`config.mk`:
```
export PLATFORM = sky130hd
export DESIGN_NAME = fpc_top
export DESIGN_NICKNAME = d
export VERILOG_FILES = /design/src/core/fpc_sync.v /design/src/core/fpc_top.v
export VERILOG_INCLUDE_DIRS = /design/src /design/src/shared
export SDC_FILE = /design/constraint.sdc
export NUM_CORES = 1
export LEC_CHECK = 0
export BUFFER_PORTS_ARGS = -buffer_cell sky130_fd_sc_hd__buf_2
export CAP_MARGIN = 20
export CORE_ASPECT_RATIO = 0.75
export CORE_MARGIN = 4
export CORE_UTILIZATION = 50
export DETAILED_ROUTE_END_ITERATION = 10
export HOLD_SLACK_MARGIN = 0.05
export PLACE_DENSITY = 0.69
export SKIP_CTS_REPAIR_TIMING = 1
export SYNTH_ARGS = -nofsm -noshare
export SYNTH_HDL_FRONTEND = slang
export SYNTH_SLANG_ARGS = --single-unit
```
`constraint.sdc`:
```
create_clock -name i_mclk -period 4.1 [get_ports i_mclk]
set_input_delay 0.82 -clock i_mclk [delete_from_list [all_inputs] [get_ports i_mclk]]
set_output_delay 0.82 -clock i_mclk [all_outputs]
set_load 0.03 [all_outputs]
```
`src/shared/fpc_consts.vh`:
```
// Constants for the fail-safe pin control block
`ifndef FPC_CONSTS_VH
`define FPC_CONSTS_VH
`define FPC_CLK_MHZ          25
`define FPC_T_IRQ_LONG_US    100
`define FPC_T_IRQ_SHORT_US   25
`define FPC_T_WU_DGL_US      70
`define FPC_T_RST_SHORT_US   1000
`define FPC_T_RST_LONG_US    10000
`define FPC_T_RST_POR_US     20000
`define FPC_IRQ_LONG_CYC     (`FPC_T_IRQ_LONG_US * `FPC_CLK_MHZ)
`define FPC_IRQ_SHORT_CYC    (`FPC_T_IRQ_SHORT_US * `FPC_CLK_MHZ)
`define FPC_WU_DGL_CYC       (`FPC_T_WU_DGL_US * `FPC_CLK_MHZ)
`define FPC_RST_SHORT_CYC    (`FPC_T_RST_SHORT_US * `FPC_CLK_MHZ)
`define FPC_RST_LONG_CYC     (`FPC_T_RST_LONG_US * `FPC_CLK_MHZ)
`define FPC_RST_POR_CYC      (`FPC_T_RST_POR_US * `FPC_CLK_MHZ)
`define FPC_SEL_BAND_33_33   2'h0
`define FPC_SEL_BAND_50_50   2'h1
`define FPC_SEL_BAND_33_50   2'h2
`define FPC_SEL_BAND_50_33   2'h3
`define FPC_WU_RISE          2'h0
`define FPC_WU_FALL          2'h1
`define FPC_WU_ANY           2'h2
`define FPC_WU_OFF           2'h3
`endif

```
`src/core/fpc_sync.v`:
```
// Two-stage synchroniser, one bit per lane
`timescale 1ns/1ns
module fpc_sync #(
    parameter W = 1
) (
    input  wire         i_mclk,
    input  wire         i_rst_b,
    input  wire [W-1:0] i_d,
    output wire [W-1:0] o_q
);
    reg [W-1:0] meta_q;
    reg [W-1:0] sync_q;
    always @(posedge i_mclk or negedge i_rst_b) begin
        if (!i_rst_b) begin
            meta_q <= {W{1'b0}};
            sync_q <= {W{1'b0}};
        end else begin
            meta_q <= i_d;
            sync_q <= meta_q;
        end
    end
    assign o_q = sync_q;
endmodule

```
`src/core/fpc_top.v`:
```
// Fail-safe, reset, interrupt, select, IO and debug pin logic
`timescale 1ns/1ns
`include "fpc_consts.vh"
// Summary of operation
// - Latch rail select at restart until reread
// - Decode band into four rail pairs
// - Latched selection visible on status output
// - Select to pre-regulator: aux unused
// - Aux regulator disabled when unused
// - Interrupt output pulses low per event
// - Interrupt settings taken only during init
// - Long and short interrupt pulse lengths
// - IO0/IO1 wake on rise, fall, change
// - Wake inputs deglitched about 70 us
// - IO0/1 and IO4/5 paired safety inputs
// - Core feedback mismatch on IO1 flags fault
// - IO2/3 pair uses bi-stable protocol only
// - IO2/3 checked only in normal watchdog state
// - IO4/5 may drive external MOSFET gate
// - Fail-safe output low on qualifying fault
// - Fail-safe low after restart until released
// - Longest reset delay after restart
// - Fault resets use 1 ms or 10 ms
// - Reset delay writes accepted only in init
// - Debug mode if pin in band at start
// - Debug: fail-safe reasserted after release only by restart
// - Debug: watchdog errors cause no action
// - Debug forces CAN transceiver to normal
// - Debug left only via POR outside band
module fpc_top #(
    parameter IRQ_LONG_CYC  = `FPC_IRQ_LONG_CYC,
    parameter IRQ_SHORT_CYC = `FPC_IRQ_SHORT_CYC,
    parameter WU_DGL_CYC    = `FPC_WU_DGL_CYC,
    parameter RST_SHORT_CYC = `FPC_RST_SHORT_CYC,
    parameter RST_LONG_CYC  = `FPC_RST_LONG_CYC,
    parameter RST_POR_CYC   = `FPC_RST_POR_CYC
) (
    // Clock and reset
    input  wire       i_mclk,
    input  wire       i_rst_b,
    // Restart events
    input  wire       i_por,
    input  wire       i_low_power_off_wake,
    // Select pin comparator outputs
    input  wire [1:0] i_sel_band,
    input  wire       i_sel_to_pre,
    // Debug pin in-band comparator
    input  wire       i_debug_in_band,
    // Multi-purpose inputs
    input  wire [5:0] i_io,
    input  wire       i_core_fb_mismatch,
    // Configuration from SPI
    input  wire       i_init_phase,
    input  wire       i_cfg_wr,
    input  wire       i_cfg_irq_en,
    input  wire       i_cfg_irq_short,
    input  wire       i_cfg_rst_long,
    input  wire [1:0] i_cfg_wu0_mode,
    input  wire [1:0] i_cfg_wu1_mode,
    input  wire       i_cfg_safe01_en,
    input  wire       i_cfg_safe45_en,
    input  wire       i_cfg_safe23_en,
    input  wire       i_cfg_fb_chk_en,
    input  wire       i_cfg_gate45_en,
    input  wire [1:0] i_gate45_drive,
    // Fail-safe machine status
    input  wire       i_wd_running,
    input  wire       i_wd_error,
    input  wire       i_fault,
    input  wire       i_fault_reset,
    input  wire       i_irq_event,
    input  wire       i_release_wr,
    input  wire       i_wd_good,
    // Outputs
    output reg        o_irq_pulse_n,
    output reg        o_failsafe_out_n,
    output reg        o_reset_out_n,
    output reg  [1:0] o_rail_sel,
    output reg        o_aux_unused,
    output reg        o_aux_enable,
    output reg  [5:0] o_io_level,
    output reg  [1:0] o_wake,
    output reg        o_safety_fault,
    output reg        o_debug_mode,
    output reg        o_can_force_normal,
    output reg  [1:0] o_gate45,
    output reg        o_gate45_oe_n
);
    localparam ST_RST  = 3'b001;
    localparam ST_RUN  = 3'b010;
    localparam ST_HOLD = 3'b100;
    localparam CW = 20;

    wire [5:0] io_s;
    wire       dbg_s;
    reg  [5:0] io_prev_q;
    reg        restart_q;
    reg        irq_short_q;
    reg        irq_en_q;
    reg        rst_long_q;
    reg  [CW-1:0] irq_cnt_q;
    reg  [CW-1:0] rst_cnt_q;
    reg  [2:0]  rst_st_q;
    reg  [CW-1:0] dgl_cnt_q [0:1];
    reg  [1:0]  wu_arm_q;
    reg  [1:0]  wu_lvl_q;
    reg         released_q;

    function wu_edge;
        input [1:0] mode;
        input       cur;
        input       prv;
        begin
            case (mode)
                `FPC_WU_RISE: wu_edge = cur & ~prv;
                `FPC_WU_FALL: wu_edge = ~cur & prv;
                `FPC_WU_ANY:  wu_edge = cur ^ prv;
                default:      wu_edge = 1'b0;
            endcase
        end
    endfunction

    // End-of-count test shared by every down-counter
    function cnt_done;
        input [CW-1:0] cnt;
        begin
            cnt_done = (cnt == {CW{1'b0}});
        end
    endfunction

    // Reload value: a count of n runs from n-1 down to zero
    function [CW-1:0] cnt_load;
        input [31:0] n;
        begin
            cnt_load = n[CW-1:0] - 1'b1;
        end
    endfunction

    // Pair fault: the two lines of a safety pair must differ
    function pair_bad;
        input en;
        input a;
        input b;
        begin
            pair_bad = en & (a == b);
        end
    endfunction

    fpc_sync #(.W(7)) u_sync (
        .i_mclk  (i_mclk),
        .i_rst_b (i_rst_b),
        .i_d     ({i_debug_in_band, i_io}),
        .o_q     ({dbg_s, io_s})
    );

    wire restart = i_por | i_low_power_off_wake;

    // Select latch and restart bookkeeping
    always @(posedge i_mclk or negedge i_rst_b) begin
        if (!i_rst_b) begin
            o_rail_sel   <= `FPC_SEL_BAND_33_33;
            o_aux_unused <= 1'b0;
            o_aux_enable <= 1'b0;
            restart_q    <= 1'b1;
            io_prev_q    <= 6'h00;
            o_io_level   <= 6'h00;
        end else begin
            restart_q  <= restart;
            io_prev_q  <= io_s;
            o_io_level <= io_s;
            if (restart) begin
                o_rail_sel   <= i_sel_band;
                o_aux_unused <= i_sel_to_pre;
                o_aux_enable <= ~i_sel_to_pre;
            end
        end
    end

    // Configuration latched only during init; later writes dropped
    always @(posedge i_mclk or negedge i_rst_b) begin
        if (!i_rst_b) begin
            irq_en_q    <= 1'b1;
            irq_short_q <= 1'b0;
            rst_long_q  <= 1'b0;
        end else if (restart) begin
            irq_en_q    <= 1'b1;
            irq_short_q <= 1'b0;
            rst_long_q  <= 1'b0;
        end else if (i_cfg_wr && i_init_phase) begin
            irq_en_q    <= i_cfg_irq_en;
            irq_short_q <= i_cfg_irq_short;
            rst_long_q  <= i_cfg_rst_long;
        end
    end

    // Interrupt pulse timer; a new event restarts the pulse
    always @(posedge i_mclk or negedge i_rst_b) begin
        if (!i_rst_b) begin
            irq_cnt_q     <= {CW{1'b0}};
            o_irq_pulse_n <= 1'b1;
        end else if (i_irq_event && irq_en_q) begin
            irq_cnt_q     <= irq_short_q ? cnt_load(IRQ_SHORT_CYC)
                                         : cnt_load(IRQ_LONG_CYC);
            o_irq_pulse_n <= 1'b0;
        end else if (!cnt_done(irq_cnt_q)) begin
            irq_cnt_q     <= irq_cnt_q - 1'b1;
        end else begin
            o_irq_pulse_n <= 1'b1;
        end
    end

    // Wake-up detect with deglitch on IO0 and IO1
    genvar g;
    generate
        for (g = 0; g < 2; g = g + 1) begin : g_wu
            wire [1:0] mode = (g == 0) ? i_cfg_wu0_mode : i_cfg_wu1_mode;
            always @(posedge i_mclk or negedge i_rst_b) begin
                if (!i_rst_b) begin
                    dgl_cnt_q[g] <= {CW{1'b0}};
                    wu_arm_q[g]  <= 1'b0;
                    wu_lvl_q[g]  <= 1'b0;
                    o_wake[g]    <= 1'b0;
                end else begin
                    o_wake[g] <= 1'b0;
                    if (wu_edge(mode, io_s[g], io_prev_q[g])) begin
                        wu_arm_q[g]  <= 1'b1;
                        wu_lvl_q[g]  <= io_s[g];
                        dgl_cnt_q[g] <= cnt_load(WU_DGL_CYC);
                    end else if (wu_arm_q[g]) begin
                        if (io_s[g] != wu_lvl_q[g]) begin
                            wu_arm_q[g] <= 1'b0; // Glitch dropped
                        end else if (cnt_done(dgl_cnt_q[g])) begin
                            wu_arm_q[g] <= 1'b0;
                            o_wake[g]   <= 1'b1;
                        end else begin
                            dgl_cnt_q[g] <= dgl_cnt_q[g] - 1'b1;
                        end
                    end
                end
            end
        end
    endgenerate

    // Safety pairs: complementary levels expected on each pair
    wire pair01_bad = pair_bad(i_cfg_safe01_en, io_s[0], io_s[1]);
    wire pair45_bad = pair_bad(i_cfg_safe45_en & ~i_cfg_gate45_en, io_s[4], io_s[5]);
    wire fb_bad     = i_cfg_fb_chk_en && i_core_fb_mismatch;
    // Bi-stable only: normal phase is IO2 high, IO3 low
    wire pair23_bad = i_cfg_safe23_en && i_wd_running
                      && !(io_s[2] && !io_s[3]);
    wire safety_bad = pair01_bad | pair45_bad | fb_bad | pair23_bad;

    always @(posedge i_mclk or negedge i_rst_b) begin
        if (!i_rst_b) begin
            o_safety_fault <= 1'b0;
            o_gate45       <= 2'h0;
            o_gate45_oe_n  <= 1'b1;
        end else begin
            o_safety_fault <= safety_bad;
            o_gate45       <= i_cfg_gate45_en ? i_gate45_drive : 2'h0;
            o_gate45_oe_n  <= ~i_cfg_gate45_en;
        end
    end

    // Debug mode sampled once per power-on; wake keeps it
    always @(posedge i_mclk or negedge i_rst_b) begin
        if (!i_rst_b) begin
            o_debug_mode       <= 1'b0;
            o_can_force_normal <= 1'b0;
        end else if (i_por) begin
            o_debug_mode       <= dbg_s;
            o_can_force_normal <= dbg_s;
        end
    end

    wire wd_err_eff = i_wd_error & ~o_debug_mode;
    wire fs_fault   = i_fault | safety_bad | wd_err_eff;

    // Fail-safe output
    always @(posedge i_mclk or negedge i_rst_b) begin
        if (!i_rst_b) begin
            o_failsafe_out_n <= 1'b0;
            released_q       <= 1'b0;
        end else if (restart) begin
            o_failsafe_out_n <= 1'b0;
            released_q       <= 1'b0;
        end else if (released_q && o_debug_mode) begin
            o_failsafe_out_n <= 1'b1;
        end else if (fs_fault) begin
            o_failsafe_out_n <= 1'b0;
            released_q       <= 1'b0;
        end else if (i_release_wr && (i_wd_good || !o_debug_mode)) begin
            o_failsafe_out_n <= 1'b1;
            released_q       <= 1'b1;
        end
    end

    // Reset output sequencer
    // Requests while reset is low are dropped, not queued
    wire rst_req = i_fault_reset | wd_err_eff;
    always @(posedge i_mclk or negedge i_rst_b) begin
        if (!i_rst_b) begin
            rst_st_q      <= ST_RST;
            rst_cnt_q     <= RST_POR_CYC[CW-1:0] - 1'b1;
            o_reset_out_n <= 1'b0;
        end else if (restart) begin
            rst_st_q      <= ST_RST;
            rst_cnt_q     <= cnt_load(RST_POR_CYC);
            o_reset_out_n <= 1'b0;
        end else begin
            case (rst_st_q)
                ST_RST: begin
                    if (cnt_done(rst_cnt_q)) begin
                        rst_st_q      <= ST_RUN;
                        o_reset_out_n <= 1'b1;
                    end else begin
                        rst_cnt_q <= rst_cnt_q - 1'b1;
                    end
                end
                ST_RUN: begin
                    if (rst_req) begin
                        rst_st_q      <= ST_HOLD;
                        o_reset_out_n <= 1'b0;
                        rst_cnt_q     <= rst_long_q ? cnt_load(RST_LONG_CYC)
                                                    : cnt_load(RST_SHORT_CYC);
                    end
                end
                ST_HOLD: begin
                    if (cnt_done(rst_cnt_q)) begin
                        rst_st_q      <= ST_RUN;
                        o_reset_out_n <= 1'b1;
                    end else begin
                        rst_cnt_q <= rst_cnt_q - 1'b1;
                    end
                end
                default: begin
                    rst_st_q <= ST_RST;
                end
            endcase
        end
    end
endmodule

```
==> results of run 1 <==
-- power breakdown --
| group | switching (uW) | internal (uW) | leakage, uW |
|---|---|---|---|
| Clock | 522 | 1020 | 0.000301 |
| Sequential | 68.4 | 1310 | 0.00152 |
| Combinational | 230 | 127 | 0.00127 |
-- per-layer routing --
metal	wire length, um	part of all wire, %	global-route usage [%]
met5	0	0	0
met4	130	0.89	6.20
met3	782	5.4	5.34
met2	6780	47	31.0
met1	6890	47	31.3
-- logic make-up (layout without fill, tap and decap cells) --
group | count (synthesis) | in the layout | share of synthesized area (%)
adders and majority gates | 12 | 12 | 2.40
and+or+nand+nor | 281 | 281 | 24.1
xor gates and xnor gates | 31 | 31 | 4.34
muxes | 4 | 4 | 0.660
AOI/OAI and AO/OA | 146 | 146 | 15.8
buffers and inverters | 39 | 117 | 2.46
DFF | 125 | 125 | 50.3
-- how the worst max path moves through the flow --
stage / start / endpoint / slack, ps / cells after the start
5_1_grt: rst_cnt_q[6] / rst_cnt_q[17] / 1110 / 6
4_1_cts: rst_cnt_q[6] / rst_cnt_q[17] / 1390 / 6
3_3_place_gp: i_low_power_off_wake / rst_cnt_q[17] / 1430 / 7
2_1_floorplan: dgl_cnt_q[26] / dgl_cnt_q[38] / 1750 / 5
6_report: rst_cnt_q[6] / rst_cnt_q[17] / 1330 / 6
3_5_place_dp: i_low_power_off_wake / rst_cnt_q[17] / 1370 / 7
-- worst reg2reg max path, stage by stage, from the launching register on --
cell	delay (ps)
dfrtp_1	430
nor4_1	740
nand4_1	400
o21ai_0	280
buf_4	210
a21boi_2	420
o22a_1	230
-- cell usage after synthesis, drive strengths merged (4+ instances only) --
cell / count
a211o: 4
nor2: 60
or2: 5
o21ai: 27
o22a: 5
nand3: 25
o211ai: 11
o22ai: 4
a21o: 6
ha: 12
nand2b: 9
a2bb2oi: 4
nand2: 57
o31ai: 13
and2: 9
xnor2: 22
dfrtp: 110
nor3: 25
nor4: 22
buf: 4
a31oi: 11
xor2: 9
a211oi: 8
or4: 24
clkbuf: 16
nand4: 7
inv: 19
or3: 18
dfstp: 15
a21oi: 30
-- sequential cells by signal, indices dropped and copies added (netlist names), 2 cells and up --
| register | cells |
|---|---|
| wu_lvl_q | 2 |
| u_sync.o_q | 7 |
| o_wake | 2 |
| o_gate45 | 2 |
| u_sync.meta_q | 7 |
| o_rail_sel | 2 |
| rst_cnt_q | 20 |
| dgl_cnt_q | 40 |
| rst_st_q | 3 |
| wu_arm_q | 2 |
| irq_cnt_q | 20 |
| io_prev_q | 6 |
-- layout by cell type, fill, tap and decap left out, drive strengths merged, types with 4 or more instances in the layout --
| cell type | synthesis | layout |
|---|---|---|
| a211o | 4 | 4 |
| a211oi | 8 | 8 |
| a21o | 6 | 6 |
| a21oi | 30 | 30 |
| a2bb2oi | 4 | 4 |
| a31oi | 11 | 11 |
| and2 | 9 | 9 |
| buf | 4 | 65 |
| clkbuf | 16 | 26 |
| clkinv | 0 | 4 |
| dfrtp | 110 | 110 |
| dfstp | 15 | 15 |
| ha | 12 | 12 |
| inv | 19 | 19 |
| nand2 | 57 | 57 |
| nand2b | 9 | 9 |
| nand3 | 25 | 25 |
| nand4 | 7 | 7 |
| nor2 | 60 | 60 |
| nor3 | 25 | 25 |
| nor4 | 22 | 22 |
| o211ai | 11 | 11 |
| o21ai | 27 | 27 |
| o22a | 5 | 5 |
| o22ai | 4 | 4 |
| o31ai | 13 | 13 |
| or2 | 5 | 5 |
| or3 | 18 | 18 |
| or4 | 24 | 24 |
| xnor2 | 22 | 22 |
| xor2 | 9 | 9 |
-- final cells by class --
type	instances	area, um2
fillers	1071	4930
flip-flops and latches	125	3150
multi-input cells	474	2950
clock buffers	25	495
repair buffers	66	350
well taps	166	208
clock inverters	7	110
inverters	19	71.3
-- through the flow --
| stage | util (%) | area, um2 | worst slack (ps) | cells | hold slack, ps |
|---|---|---|---|---|---|
| after floorplan | - | 6250 | 1750 | 638 | 331 |
| after global placement | 54.8 | 6720 | 1430 | 848 | 335 |
| after detailed placement | 54.8 | 6720 | 1370 | 849 | 340 |
| after CTS | 59.8 | 7330 | 1390 | 881 | 353 |
| after global routing | 59.8 | 7340 | 1110 | 882 | 355 |
| final | 59.8 | 7340 | 1330 | 882 | 352 |
==> results.ini, run 1 <==
[timing]
timing.setup.tns_ps = 0
finalClockSkew_ps = 8.72
rsz_0062_raised_after_global_routing = no
timing.max_slew.rel_slack_pct = 35.6
finalSetupViolations = 0
max_freq_ghz = 0.361
post-route-min-period_ps = 2770
min_period_over_period_pct = 67.5
slew_violations = 0
hold_viol_final = 0
tightest_slew_ps = 962

[flow_run]
cap_viol_max_count = 0

[worst_setup_path]
crit_family = simple AND/OR/NAND/NOR gates
critical-path-max-stage-delay_ps = 740
r2r-end = rst_cnt_q[17]
r2r_cell_count = 6
cp.arrival_ps = 3120
critPathBufInv = 1
timing.critical_path.required_ps = 4450
critical_path_start_type = flop
crit_path_top_delay_cell = nor4_1
worst-r2r-setup-slack_ps = 1330
timing.critical_path.cells = nor4_1, nand4_1, o21ai_0, buf_4, a21boi_2, o22a_1
critical_path_class = reg -> reg
crit_fanout = 12
launch_point_of_the_worst_reg_to_reg_path = rst_cnt_q[6]
cp-end-kind = flop

[yosys]
ys_async_sr_fraction_pct = 100
synth_ff_type = dfrtp_1
yosys_warnings = 0
post_synth_num_cell_types = 68
synthesis.area_per_instance_um2 = 9.80
yosysSeqAreaShare_pct = 50.3
synth_area_leader_cell = dfrtp_1
synthesis.area_mm2 = 0.00625
synth.top_cells.by_area = dfrtp_1, dfstp_2, nor2_1
synth.ff_latch_count = 125
synth_largest_type_area_fraction_pct = 44.0
synth_enable_flop_cells = 0
syn-instance-count = 638
synth_nets = 688

[finish]
number_of_diodes_added_for_antenna_fixing = 0
nets = 753
flow.area_growth_from_synthesis_pct = 17.3
layout_cell_share_with_drive_strength_beyond_1_pct = 17.9

[route]
detail_route.wl_per_cell_um = 16.5
drt-vias-per-instance = 5.91
antenna_violation_net_count_after_detailed_routing = 0
detailroute.via_count = 5211
dr.pass1.iters = 6
drc = 0
dr.first_iter.drc_count = 274
drt-total-wl_mm = 14.6

[clock_network]
cts.sink_count = 125
cts_htree_levels = 4
clk_latency_ps = 410
cts_made_buffers = 17
clock_tree.root_cell = clkbuf_16
tritoncts = yes
cts-root-to-sink-buffers = 2
clk_transition_reported_paths_ps = 60

[grt]
grt_pass1_wl_mm = 24.5
grt_pass1_vias = 4963
grt_usage_pct = 21.2
grt.overflow.total = 0
grt_start_max_net_pins = 64
antenna_found_initial = 0

[pwr]
power_density_cells_mw_per_mm2 = 446
vdd.ir_drop.worst_uv = 317
leakage_uw = 0.00310
report.power.total_uw = 3270

[die]
io_pins = 59
start_util_pct = 51.0
dieWidth_um = 137
row_count = 35
die-area_mm2 = 0.0144
placeableCoreArea_mm2 = 0.0123
dieHeight_um = 105

[placed_design]
place.port_buffers = 58
gp_congestion = 0.880
hpwlAfterDp_mm = 10.1

[hold_path]
holdPathEnd = u_sync.o_q[5]
min_delay_path_depth = 0
holdCritStartpoint = u_sync.meta_q[5]
hold_class = reg -> reg

[run_status]
outcome = complete, no violations

Note: power is estimated with default switching activity, not from simulation.
==> run 2: changes to the inputs <==
--- a/config.mk
+++ b/config.mk
@@ -6,6 +6,7 @@
 export SDC_FILE = /design/constraint.sdc
 export NUM_CORES = 1
 export LEC_CHECK = 0
+export ABC_AREA = 1
 export BUFFER_PORTS_ARGS = -buffer_cell sky130_fd_sc_hd__buf_2
 export CAP_MARGIN = 20
 export CORE_ASPECT_RATIO = 0.75
==> constraint.sdc (replaced) <==
create_clock -name i_mclk -period 2.8 [get_ports i_mclk]
set_input_delay 0.56 -clock i_mclk [delete_from_list [all_inputs] [get_ports i_mclk]]
set_output_delay 0.56 -clock i_mclk [all_outputs]
set_load 0.03 [all_outputs]
==> results.ini, run 2 <==
[route]
dr.first_iter.drc_count = 501
antenna_violation_net_count_after_detailed_routing = 0
drt-vias-per-instance = 5.01
drt-total-wl_mm = 15.9
dr.pass1.iters = 5
drc = 0
detail_route.wl_per_cell_um = 13.3
detailroute.via_count = 6017

[timing]
hold_viol_final = 0
rsz_0062_raised_after_global_routing = no
finalClockSkew_ps = 10.2
post-route-min-period_ps = 2050
fin_hold_ws_ps = 144
finalSetupViolations = 0
timing.max_slew.rel_slack_pct = 61.6
max_freq_ghz = 0.487
timing.setup.tns_ps = 0
slew_violations = 0
min_period_over_period_pct = 73.3
tightest_slew_ps = 570

[finish]
largest_register_ff_count = 40
nets = 1062
most_common_library_cell_in_the_layout_ignoring_fill_and_taps = nand2_1
layout.cell_area.non_filler_mm2 = 0.00808
layout_cell_share_with_drive_strength_beyond_1_pct = 14.2
area_used_by_multi_input_combinational_logic_mm2 = 0.00334
seq_area_mm2 = 0.00315
n_fill_cell = 1207
flow.area_growth_from_synthesis_pct = 15.5
finish.utilization_pct = 59.0
reg_top3 = dgl_cnt_q x40, irq_cnt_q x20, rst_cnt_q x20
highest_count_cells_in_the_layout_ignoring_fill_and_taps = nand2_1, nor2_1, dfrtp_1
regMostFlops = dgl_cnt_q

[die]
die-area_mm2 = 0.0160
placeableCoreArea_mm2 = 0.0137
start_util_pct = 51.1
dieWidth_um = 145
row_count = 37
dieHeight_um = 110
io_pins = 59

[placed_design]
place.port_buffers = 58
placed_cell_area_mm2 = 0.00746
hpwlAfterDp_mm = 11.7
gp_congestion = 0.945

[grt]
grt_start_max_net_pins = 45
antenna_found_initial = 0
grt_pass1_vias = 5540
grt_pass1_wl_mm = 27.0
grt.overflow.total = 0
grt_usage_pct = 20.8

[worst_setup_path]
crit_fanout = 17
timing.critical_path.required_ps = 3070
worst-r2r-setup-slack_ps = 750
cp-end-kind = flop
r2r-end = dgl_cnt_q[18]
r2r_cell_count = 10
launch_point_of_the_worst_reg_to_reg_path = u_sync.o_q[1]
cp.arrival_ps = 2330
timing.critical_path.cells = inv_1, ha_1, nor2_1, nor2_1, o21ai_0, nand2_1, inv_1, nand2_4, clkinv_2, o21ai_0
critical_path_start_type = flop
crit_path_top_delay_cell = dfrtp_1
critical_path_class = reg -> reg
critical-path-max-stage-delay_ps = 390

[pwr]
report.power.total_uw = 5370
power_density_cells_mw_per_mm2 = 665
leakage_uw = 0.00415
vdd.ir_drop.worst_uv = 418

[yosys]
synth_ff_type = dfrtp_1
synth_nets = 993
ys_async_sr_fraction_pct = 100
yosys_warnings = 0
synthMostInstantiatedCell = nand2_1
synth_enable_flop_cells = 0
yosys-top-cells-count = nand2_1, nor2_1, dfrtp_1
syn-instance-count = 943
post_synth_num_cell_types = 40
yosysSeqAreaShare_pct = 45.0
synthesis.area_per_instance_um2 = 7.42
synthesis.area_mm2 = 0.00700
synth_largest_type_area_fraction_pct = 39.3
synth.top_cells.by_area = dfrtp_1, nand2_1, nor2_1
synth_area_leader_cell = dfrtp_1
synth.ff_latch_count = 125

[run_status]
outcome = complete, no violations

[clock_network]
cts-root-to-sink-buffers = 2
cts_htree_levels = 4
cts_made_buffers = 17
tritoncts = yes
cts.sink_count = 125
clock_tree.root_cell = clkbuf_16
clk_latency_ps = 410
clk_transition_reported_paths_ps = 50

[hold_path]
hold_class = in -> async

[flow_run]
cap_viol_max_count = 0

run 2: how the worst max path moves through the flow:
stage                     slack (ps)                  from             to  depth (start not counted)
after floorplan                 1080          io_prev_q[1]  dgl_cnt_q[10]                         11
after global placement           780  i_low_power_off_wake  rst_cnt_q[17]                          8
after detailed placement         730  i_low_power_off_wake  rst_cnt_q[17]                          8
after CTS                        720         u_sync.o_q[1]  dgl_cnt_q[18]                         10
after global routing             510         u_sync.o_q[1]  dgl_cnt_q[18]                         10
final                            750         u_sync.o_q[1]  dgl_cnt_q[18]                         10
run 2: layout make-up:
class	instances	area share, %
antenna	1	0.0310
clock buffer	25	6.26
clock inverter	6	1.33
inverter	106	5.03
multi-input combinational	698	41.4
sequential	125	38.9
tap	175	2.71
timing repair buffer	64	4.34
run 2: logic make-up after synthesis:
| group | after synthesis | synth area share (%) |
|---|---|---|
| AND/OR/NAND/NOR | 567 | 34.3 |
| AO/OA/AOI/OAI | 79 | 6.28 |
| buffers and inverters | 120 | 7.26 |
| XOR/XNOR | 40 | 5.01 |
| flip-flops | 125 | 45.0 |
| adder cells (fa/ha/maj) | 12 | 2.15 |
run 2: metal layers:
| metal | global-route usage, % | vias up | share of wire, % |
|---|---|---|---|
| met5 | 0 | - | 0 |
| met4 | 4.85 | 0 | 0.52 |
| met3 | 4.72 | 10 | 5.4 |
| met2 | 28.0 | 143 | 41 |
| met1 | 33.7 | 2746 | 53 |
| li1 | - | 3118 | - |
run 2: critical path: cells and delay by family (launching register included):
| kind | cells | cell delay, ps |
|---|---|---|
| and+or+nand+nor | 4 | 440 |
| buffers and inverters | 3 | 690 |
| DFF | 1 | 390 |
| AOI/OAI and AO/OA | 2 | 210 |
| adders and majority gates | 1 | 190 |
run 2: power by group:
group	switching (uW)	leakage, uW	total [uW]	internal [uW]
clock	770	0.000299	2280	1510
sequential	153	0.00154	2130	1980
combinational	650	0.00230	954	304
total	1570	0.00415	5370	3800
run 2: through the flow:
step / setup slack (ps) / std cells
3_5_place_dp: 730 / 1168
6_report: 747 / 1200
5_1_grt: 506 / 1199
4_1_cts: 718 / 1199
3_3_place_gp: 779 / 1168
2_1_floorplan: 1080 / 943
==> run 3: changes to the inputs <==
--- a/config.mk
+++ b/config.mk
@@ -6,7 +6,7 @@
 export SDC_FILE = /design/constraint.sdc
 export NUM_CORES = 1
 export LEC_CHECK = 0
-export ABC_AREA = 1
+export ABC_AREA = 0
 export BUFFER_PORTS_ARGS = -buffer_cell sky130_fd_sc_hd__buf_2
 export CAP_MARGIN = 20
 export CORE_ASPECT_RATIO = 0.75
==> constraint.sdc (replaced) <==
create_clock -name i_mclk -period 2 [get_ports i_mclk]
set_input_delay 0.4 -clock i_mclk [delete_from_list [all_inputs] [get_ports i_mclk]]
set_output_delay 0.4 -clock i_mclk [all_outputs]
set_load 0.03 [all_outputs]
==> results.ini, run 3 (synthesized netlist as in run 1, its figures left out) <==
[clock_network]
clk_latency_ps = 410
tritoncts = yes
cts_htree_levels = 4
clock_tree.root_cell = clkbuf_16
cts-root-to-sink-buffers = 2
cts_made_buffers = 17
cts.sink_count = 125
clk_transition_reported_paths_ps = 50

[pwr]
vdd.ir_drop.worst_uv = 568
leakage_uw = 0.00390
power_density_cells_mw_per_mm2 = 794
report.power.total_uw = 7260

[worst_setup_path]
crit_path_top_delay_cell = or4_4
cpMostUsedCell = or4_4
worst-r2r-setup-slack_ps = -330
critical_path_start_type = flop
critical-path-max-stage-delay_ps = 540
critPathBufInv = 0
timing.critical_path.required_ps = 2350
critical_path_class = reg -> reg
crit_fanout = 4
timing.critical_path.cells = or4_4, or3_4, or4_4, or4_1, nand2_1
cp-end-kind = flop
crit_family = simple AND/OR/NAND/NOR gates
cp.arrival_ps = 2680

[placed_design]
place.port_buffers = 58
hpwlAfterDp_mm = 11.6
post-place-ws_ps = -309
gp_congestion = 0.922
cell_count_after_placement = 956

[die]
dieWidth_um = 137
placeableCoreArea_mm2 = 0.0123
dieHeight_um = 105
start_util_pct = 51.0
row_count = 35
die-area_mm2 = 0.0144
io_pins = 59

[route]
dr.pass1.iters = 5
detailroute.via_count = 5949
detail_route.wl_per_cell_um = 18.4
drt-total-wl_mm = 18.7
drc = 0
antenna_violation_net_count_after_detailed_routing = 0
dr.first_iter.drc_count = 469
drt-vias-per-instance = 5.88

[finish]
layout_cell_share_with_drive_strength_beyond_1_pct = 40.5
finish.utilization_pct = 74.6
reg_top3 = dgl_cnt_q x40, irq_cnt_q x20, rst_cnt_q x20
flow.area_growth_from_synthesis_pct = 46.2
most_common_library_cell_in_the_layout_ignoring_fill_and_taps = dfrtp_1
highest_count_cells_in_the_layout_ignoring_fill_and_taps = dfrtp_1, buf_4, nor2_1, buf_2, nand2_1
nets = 883
largest_register_ff_count = 40
finalNonFillerCells = 1012
number_of_diodes_added_for_antenna_fixing = 0
regMostFlops = dgl_cnt_q

[run_status]
outcome = finished, violations left
violations = setup timing

[grt]
grt_pass1_wl_mm = 26.8
antenna_found_initial = 0
grt_usage_pct = 23.3
grt_pass1_vias = 5590
grt.overflow.total = 0
grt_start_max_net_pins = 46

[timing]
slew_violations = 0
tightest_slew_ps = 536
fin_hold_ws_ps = 93.4
timing.max_slew.rel_slack_pct = 64.2
timing.final.ws_setup_ps = -329
post-route-min-period_ps = 2330
max_freq_ghz = 0.429
finalClockSkew_ps = 7.02
finalSetupViolations = 60
rsz_0062_raised_after_global_routing = yes
min_period_over_period_pct = 116
hold_viol_final = 0

[hold_path]
hold_class = in -> reg

[flow_run]
cap_viol_max_count = 0

==> run 3: changes by cell type in the layout (fill, tap and decap cells not counted), moves of 25 or more <==
cell / before / now
o21ai_0: 41 / 16
nand2_1: 257 / 54
nand3_1: 68 / 18
inv_1: 98 / 19
buf_4: 6 / 109
nor2_1: 187 / 57
==> run 3: metrics by stage <==
stage | cell area (um2) | TNS (ps)
floorplan | 6390 | -2170
global placement | 7670 | -3750
detailed placement | 7670 | -5650
CTS | 8310 | -6700
global route | 9150 | -11810
finish | 9150 | -7250
==> run 3: where the power goes <==
| part | internal, uW | switching (uW) |
|---|---|---|
| Clock | 2190 | 1070 |
| Sequential | 2680 | 127 |
| Combinational | 511 | 681 |
==> run 3: path summary, 6_finish.rpt <==
| path | from | end | depth (start not counted) |
|---|---|---|---|
| min in group asynchronous | i_rst_b | dgl_cnt_q[37] | 2 |
| setup / recovery | dgl_cnt_q[25] | dgl_cnt_q[36] | 5 |
| max in group asynchronous | i_rst_b | rst_cnt_q[1] | 3 |
| setup reg to reg | dgl_cnt_q[25] | dgl_cnt_q[36] | 5 |
| hold reg to reg | u_sync.meta_q[1] | u_sync.o_q[1] | 0 |
| hold / removal | i_debug_in_band | u_sync.meta_q[6] | 1 |
==> run 3: routing by layer <==
layer  vias up  part of all wire, %  track usage (%)
met5         -                    0                0
met4         0                  1.2             5.77
met3        19                  5.3             4.86
met2       202                   51             37.7
met1      2967                   43             32.2
li1       2761                    -                -
==> run 3: cell type report <==
class                   count  area, um2
clock buffers              27        533
clock inverters             5        100
fillers                   829       3120
inverters                  19       71.3
multi-input cells         475       3620
flip-flops and latches    125       3150
well taps                 166        208
repair buffers            195       1460
==> run 3: worst reg2reg max path, delay by kind of cell (launching register included) <==
family	cells	cell delay, ps
flops	1	380
simple gates	5	1880
